<file path="config.mk">
export PLATFORM = sky130hd
export DESIGN_NAME = rfd_datapath
export DESIGN_NICKNAME = d
export VERILOG_FILES = /design/src/hw/rfd_pkg.sv /design/src/hw/rfd_rotator.sv /design/src/hw/rfd_datapath.sv
export SDC_FILE = /design/constraint.sdc
export NUM_CORES = 1
export LEC_CHECK = 0
export BUFFER_PORTS_ARGS = -buffer_cell sky130_fd_sc_hd__buf_2
export CELL_PAD_IN_SITES_DETAIL_PLACEMENT = 1
export CELL_PAD_IN_SITES_GLOBAL_PLACEMENT = 2
export CORE_MARGIN = 10
export CORE_UTILIZATION = 32
export DETAILED_ROUTE_END_ITERATION = 10
export PLACE_DENSITY_LB_ADDON = 0.1
export SLEW_MARGIN = 20
export SYNTH_ARGS = -nofsm -noshare
export SYNTH_HDL_FRONTEND = slang
export SYNTH_SLANG_ARGS = --single-unit
</file>
<file path="constraint.sdc">
create_clock -name SYS_CLK -period 1.8 [get_ports SYS_CLK]
set_input_delay 0.09 -clock SYS_CLK [delete_from_list [all_inputs] [get_ports SYS_CLK]]
set_output_delay 0.09 -clock SYS_CLK [all_outputs]
set_load 0.05 [all_outputs]
</file>
<file path="src/hw/rfd_pkg.sv">
package rfd_pkg;
   // Instruction word layout
   localparam int WORD_W = 16;
   localparam int FADDR_W = 8;
   localparam int BANK_W = 4;
   localparam int DADDR_W = 12;
   localparam int D_BIT = 9;
   localparam int A_BIT = 8;
   // Opcode fields, upper six bits for rotates, upper seven for fill
   localparam logic [5:0] OPC_RLC = 6'h0D;
   localparam logic [5:0] OPC_RLN = 6'h11;
   localparam logic [5:0] OPC_RRC = 6'h0C;
   localparam logic [5:0] OPC_RRN = 6'h10;
   localparam logic [6:0] OPC_FILL = 7'h34;
   // Access bank split and its upper bank
   localparam logic [7:0] ACCESS_SPLIT = 8'h80;
   localparam logic [3:0] ACCESS_LOW_BANK = 4'h0;
   localparam logic [3:0] ACCESS_HIGH_BANK = 4'hF;
   localparam logic [7:0] FILL_VALUE = 8'hFF;
   // Reset values
   localparam logic [7:0] W_RESET = 8'h00;
   // Cycles from acceptance to read strobe and from read to done
   localparam int READ_DELAY = 2;
   localparam int DONE_DELAY = 3;

   typedef enum logic [2:0] {
      OP_NONE,
      rotate_left_thru_carry_op,
      rotate_left_plain_op,
      rotate_right_thru_carry_op,
      rotate_right_plain_op,
      fill_ones_op
   } rfd_op_type;

   typedef enum logic [2:0] {
      PH_IDLE,
      PH_Q1,
      PH_Q2,
      PH_Q3,
      PH_Q4
   } rfd_phase_type;
endpackage : rfd_pkg

</file>
<file path="src/hw/rfd_rotator.sv">
module rfd_rotator
   import rfd_pkg::*;
(
   input wire rfd_op_type op,
   input wire logic [7:0] src,
   input wire logic carry_in,
   output logic [7:0] result,
   output logic carry_out
);
   always_comb begin
      result = src;
      carry_out = carry_in;
      case (op)
         rotate_left_thru_carry_op: begin
            result = {src[6:0], carry_in};
            carry_out = src[7];
         end
         rotate_left_plain_op: begin
            result = {src[6:0], src[7]};
         end
         rotate_right_thru_carry_op: begin
            result = {carry_in, src[7:1]};
            carry_out = src[0];
         end
         rotate_right_plain_op: begin
            result = {src[0], src[7:1]};
         end
         fill_ones_op: begin
            result = FILL_VALUE;
         end
         default: begin
            result = src;
         end
      endcase
   end
endmodule : rfd_rotator

</file>
<file path="src/hw/rfd_datapath.sv">
// Summary of operation
// - Rotate right plain: bit 0 into bit 7
// - Rotate right carry: carry in, bit 0 out
// - Rotate left plain: bit 7 into bit 0
// - Rotate left carry: carry in, bit 7 out
// - Destination bit: 0 accumulator, 1 file
// - Bank bit: 0 access bank, 1 pointer
// - Left carry to accumulator keeps file unchanged
// - Fill writes FFh, flags untouched
// - One word, one instruction cycle
// - Decode, read, compute, write per phase
module rfd_datapath
   import rfd_pkg::*;
(
   input wire logic SYS_CLK,
   input wire logic SYS_RST,
   input wire logic INSTR_VALID,
   input wire logic [WORD_W-1:0] INSTR_WORD,
   output logic INSTR_READY,
   input wire logic [BANK_W-1:0] BANK_POINTER,
   output logic [DADDR_W-1:0] DMEM_ADDR,
   output logic DMEM_RD,
   input wire logic [7:0] DMEM_RDATA,
   output logic DMEM_WR,
   output logic [7:0] DMEM_WDATA,
   output logic [7:0] W_REG,
   output logic CARRY,
   output logic NEG,
   output logic ZERO,
   output logic DONE,
   output logic ILLEGAL
);
   typedef struct packed {
      rfd_phase_type phase;
      rfd_op_type op;
      logic [WORD_W-1:0] word;
      logic [DADDR_W-1:0] addr;
      logic rd;
      logic wr;
      logic [7:0] src;
      logic [7:0] result;
      logic cout;
      logic [7:0] w;
      logic c;
      logic n;
      logic z;
      logic done;
      logic illegal;
   } rfd_state_type;

   rfd_state_type st;
   rfd_state_type next_st;
   logic [7:0] rot_result;
   logic rot_carry;
   rfd_op_type in_op;

   function automatic rfd_op_type decode_op(input logic [WORD_W-1:0] word);
      rfd_op_type op;
      op = OP_NONE;
      if (word[15:10] == OPC_RLC) begin
         op = rotate_left_thru_carry_op;
      end else if (word[15:10] == OPC_RLN) begin
         op = rotate_left_plain_op;
      end else if (word[15:10] == OPC_RRC) begin
         op = rotate_right_thru_carry_op;
      end else if (word[15:10] == OPC_RRN) begin
         op = rotate_right_plain_op;
      end else if (word[15:9] == OPC_FILL) begin
         op = fill_ones_op;
      end
      return op;
   endfunction : decode_op

   function automatic logic [DADDR_W-1:0] data_addr(input logic [WORD_W-1:0] word,
                                                    input logic [BANK_W-1:0] bank);
      logic [DADDR_W-1:0] addr;
      addr = {bank, word[FADDR_W-1:0]};
      if (!word[A_BIT]) begin
         if (word[FADDR_W-1:0] < ACCESS_SPLIT) begin
            addr = {ACCESS_LOW_BANK, word[FADDR_W-1:0]};
         end else begin
            addr = {ACCESS_HIGH_BANK, word[FADDR_W-1:0]};
         end
      end
      return addr;
   endfunction : data_addr

   // File written when d is 1, fill always
   function automatic logic writes_file(input rfd_op_type op, input logic [WORD_W-1:0] word);
      return (op == fill_ones_op) || word[D_BIT];
   endfunction : writes_file

   rfd_rotator u_rotator (
      .op(st.op),
      .src(st.src),
      .carry_in(st.c),
      .result(rot_result),
      .carry_out(rot_carry)
   );

   assign in_op = decode_op(INSTR_WORD);

   always_comb begin
      next_st = st;
      next_st.rd = 1'b0;
      next_st.wr = 1'b0;
      next_st.done = 1'b0;
      next_st.illegal = 1'b0;
      case (st.phase)
         PH_Q1: begin
            next_st.addr = data_addr(st.word, BANK_POINTER);
            next_st.rd = 1'b1;
            next_st.phase = PH_Q2;
         end
         PH_Q2: begin
            next_st.src = DMEM_RDATA;
            next_st.phase = PH_Q3;
         end
         PH_Q3: begin
            next_st.result = rot_result;
            next_st.cout = rot_carry;
            next_st.wr = writes_file(st.op, st.word);
            next_st.phase = PH_Q4;
         end
         PH_Q4: begin
            if (!writes_file(st.op, st.word)) begin
               next_st.w = st.result;
            end
            if (st.op == rotate_left_thru_carry_op || st.op == rotate_right_thru_carry_op) begin
               next_st.c = st.cout;
            end
            if (st.op != fill_ones_op) begin
               next_st.n = st.result[7];
               next_st.z = (st.result == 8'h00);
            end
            next_st.done = 1'b1;
            next_st.phase = PH_IDLE;
         end
         default: begin
            next_st.phase = PH_IDLE;
         end
      endcase
      // Accept next word, back to back
      if ((st.phase == PH_IDLE || st.phase == PH_Q4) && INSTR_VALID) begin
         if (in_op == OP_NONE) begin
            next_st.illegal = 1'b1;
         end else begin
            next_st.word = INSTR_WORD;
            next_st.op = in_op;
            next_st.phase = PH_Q1;
         end
      end
   end

   always_ff @(posedge SYS_CLK) begin
      if (SYS_RST) begin
         st <= '0;
         st.w <= W_RESET;
      end else begin
         st <= next_st;
      end
   end

   assign INSTR_READY = (st.phase == PH_IDLE) || (st.phase == PH_Q4);
   assign DMEM_ADDR = st.addr;
   assign DMEM_RD = st.rd;
   assign DMEM_WR = st.wr;
   assign DMEM_WDATA = st.result;
   assign W_REG = st.w;
   assign CARRY = st.c;
   assign NEG = st.n;
   assign ZERO = st.z;
   assign DONE = st.done;
   assign ILLEGAL = st.illegal;
endmodule : rfd_datapath

</file>
==> impl_metrics.json <==
{
  "diodes": 0,
  "dr.max_layer_used": "met4",
  "ys.flop_type": "dfxtp_1",
  "dr_wl_met2_microns": 3154,
  "powerDensity_nw_per_um2": 841.7,
  "synth-edff-count": 0,
  "switching_power_uw": 675.7,
  "cts_tree": "built",
  "reg2reg_from": "st[63]$_SDFF_PP0_",
  "endpoint_kind": "flip-flop",
  "crit_fanout": 8,
  "drv_cap": 0,
  "ios": 67,
  "hold_class": "primary input to flip-flop",
  "final_nets": 415,
  "start_util": 0.3243,
  "crit_required_ns": 1.99,
  "place.gp.congestion": 0.7527,
  "synth_nets": 363,
  "ys_ff_latch": 60,
  "startpoint_type": "flip-flop",
  "synth_top_area_frac": 0.4066,
  "cts_max_level": 3,
  "grt_start_max_net_pins": 53,
  "cts_resized": 0,
  "outcome": "finished clean",
  "rsz0062_at_grt": "no",
  "timing.clock.skew_ns": 0.009385,
  "syn_inst": 332,
  "ant_nets": 0,
  "switching_share": 0.2240,
  "fp.dieH_microns": 116.1,
  "p_int_uw": 2341,
  "period_minus_slack_ns": 1.551,
  "power_frac_clock": 0.475,
  "grt_pass1_vias": 2404,
  "fin_tns_setup_ns": 0,
  "syn-cell-area_sq_um": 2954,
  "r2r_cells": 5,
  "wl_met3_microns": 456,
  "tightest_slew_ns": 0.8371,
  "ys_async_sr_fraction": 0,
  "layout_common_cells": "buf_2 (66), dfxtp_1 (60), nor2_1 (35)",
  "place_area_sq_um": 3237,
  "cp-endpoint": "W_REG[7]$_SDFFE_PP0P_",
  "cts-buffers-inserted": 9,
  "yosysWarnings": 0,
  "yosysTopAreaCell": "dfxtp_1",
  "cts.path.max_buffers": 2,
  "layout-drive-gt1-share": 0.2828,
  "design.die.area_sq_um": 13470,
  "crit_path_start": "st[63]$_SDFF_PP0_",
  "fillers": 1087,
  "via_per_inst": 4.824,
  "insertion_delay_ns": 0.33,
  "clkTransAtPathRegs_ns": 0.07,
  "critPathArrivalTime_ns": 1.74,
  "yosys.cell_types.count": 45,
  "hold_viol_final": 0,
  "cts_setup_buffers": 0,
  "drt_iter0_markers": 78,
  "grt_pass1_wl_microns": 11960,
  "root_buffer": "clkbuf_8",
  "cts-hold-fix-buffers": 11,
  "wire_per_inst_microns": 14.95,
  "track_usage": 0.1113,
  "slew_violations": 0,
  "synth.area.top_cells": "dfxtp_1 (41%), mux2i_1 (11%), buf_4 (7.1%), nand2b_1 (6.1%), nor2_1 (4.6%)",
  "period_share": 0.8614,
  "antenna_found_initial": 0,
  "crit_type": "flip-flop to flip-flop",
  "layout_commonest_cell": "buf_2",
  "firstDrtPassIters": 4,
  "relSlewSlack": 0.4419,
  "num_vias": 2412,
  "seq_area_frac_synth": 0.4066,
  "reg2reg_to": "W_REG[7]$_SDFFE_PP0P_",
  "die_w_microns": 116.1,
  "area_growth_pct": 21.30,
  "finalSetupViolCount": 0,
  "port_buffers": 66,
  "pwr-share-comb": 0.075,
  "vdd_drop_max_uv": 286.7,
  "core_sq_um": 9109,
  "dp_hpwl_microns": 5469,
  "power_frac_seq": 0.450,
  "power.leakage_uw": 0.001412,
  "syn_avg_cell_area_sq_um": 8.898,
  "rows": 35,
  "ff2ff_setup_slack_ns": 0.25,
  "drc": 0,
  "cts.sinks": 60,
  "wl_met1_microns": 3746,
  "drt-total-wl_microns": 7477,
  "max_freq_mhz": 644.9,
  "final_cell_area_sq_um": 3583,
  "overflow": 0
}
[Yosys cell counts (2+ instances only)]
cell	instances
o211ai_1	8
nor2b_1	3
or4_1	3
clkbuf_1	14
nand2b_1	29
buf_1	2
o21ai_1	2
nor3b_1	3
a211oi_1	5
a21oi_1	19
a2bb2oi_1	2
a311oi_1	6
buf_2	5
nor2_1	36
nand2_1	25
dfxtp_1	60
mux2i_1	33
inv_1	2
buf_4	28
o21a_1	2
mux2_2	2
or2_2	5
nor3_1	6
a211o_1	6
and3b_1	4
o21ai_0	3
[worst max-delay path: stages, from the launching register on]
cell and delay, ns:
dfxtp_1 0.40, or3b_4 0.44, nor3_4 0.11, buf_4 0.21, mux2i_1 0.20, nor2_1 0.05
[how the worst min path moves through the flow]
stage / endpoint / slack, ns / depth (start not counted) / from
after floorplan: st[22]$_SDFFE_PP0P_ / 0.24 / 2 / DMEM_RDATA[0]
after global placement: st[26]$_SDFFE_PP0P_ / 0.33 / 3 / DMEM_RDATA[4]
after detailed placement: st[26]$_SDFFE_PP0P_ / 0.34 / 3 / DMEM_RDATA[4]
after CTS: st[47]$_SDFFE_PP0P_ / 0.003 / 3 / INSTR_WORD[3]
after global routing: st[47]$_SDFFE_PP0P_ / 0.004 / 3 / INSTR_WORD[3]
final: st[47]$_SDFFE_PP0P_ / 0.02 / 3 / INSTR_WORD[3]
[stage by stage]
step	hold WS [ns]	setup WS [ns]	instances	total power [uW]	util
6_report	0.01514	0.2495	500	3016	0.3934
5_1_grt	0.004359	0.1424	500	3149	0.3934
4_1_cts	0.003102	0.2327	500	3069	0.3934
3_5_place_dp	0.3369	0.2371	473	1599	0.3554
3_3_place_gp	0.3259	0.2897	473	1597	0.3554
2_1_floorplan	0.2372	0.1933	332	1527	-
[flip-flops by register name, summed over array words and instances, names as in the netlist]
| register | cells |
|---|---|
| W_REG | 8 |
| ILLEGAL | 1 |
| DMEM_RD | 1 |
| CARRY | 1 |
| st | 25 |
| DMEM_WDATA | 8 |
| DONE | 1 |
| NEG | 1 |
| ZERO | 1 |
| DMEM_ADDR | 12 |
| DMEM_WR | 1 |
[routing by layer]
metal,vias up,global-route usage
li1,1232,-
met1,1118,0.1450
met2,52,0.1646
met3,10,0.03571
met4,0,0.04754
met5,-,0
[power groups by stage]
| stage | Sequential [uW] | Clock [uW] | Combinational, uW |
|---|---|---|---|
| finish | 1360 | 1430 | 226 |
| global route | 1360 | 1540 | 250 |
| CTS | 1360 | 1480 | 229 |
| detailed placement | 1390 | 0 | 211 |
| global placement | 1390 | 0 | 209 |
| floorplan | 1390 | 0 | 137 |
[logic make-up (layout without fill, tap and decap cells)]
group                     Yosys count  after routing  share of synthesized area
AOI/OAI and AO/OA                  59             59                     0.1377
xor gates and xnor gates            1              1                   0.002965
buffers and inverters              53            110                     0.1080
DFF                                60             60                     0.4066
muxes                              35             35                     0.1194
and+or+nand+nor                   124            124                     0.2253
[layout make-up]
| class | instances | area (sq um) | area share |
|---|---|---|---|
| repair buffers | 92 | 553.0 | 0.1543 |
| inverters | 2 | 7.507 | 0.002095 |
| multi-input cells | 219 | 1446 | 0.4036 |
| clock inverters | 3 | 67.56 | 0.01885 |
| clock buffers | 13 | 168.9 | 0.04714 |
| flip-flops and latches | 60 | 1201 | 0.3352 |
| well taps | 111 | 138.9 | 0.03876 |
No activity file was read; power rests on OpenSTA's default activity.
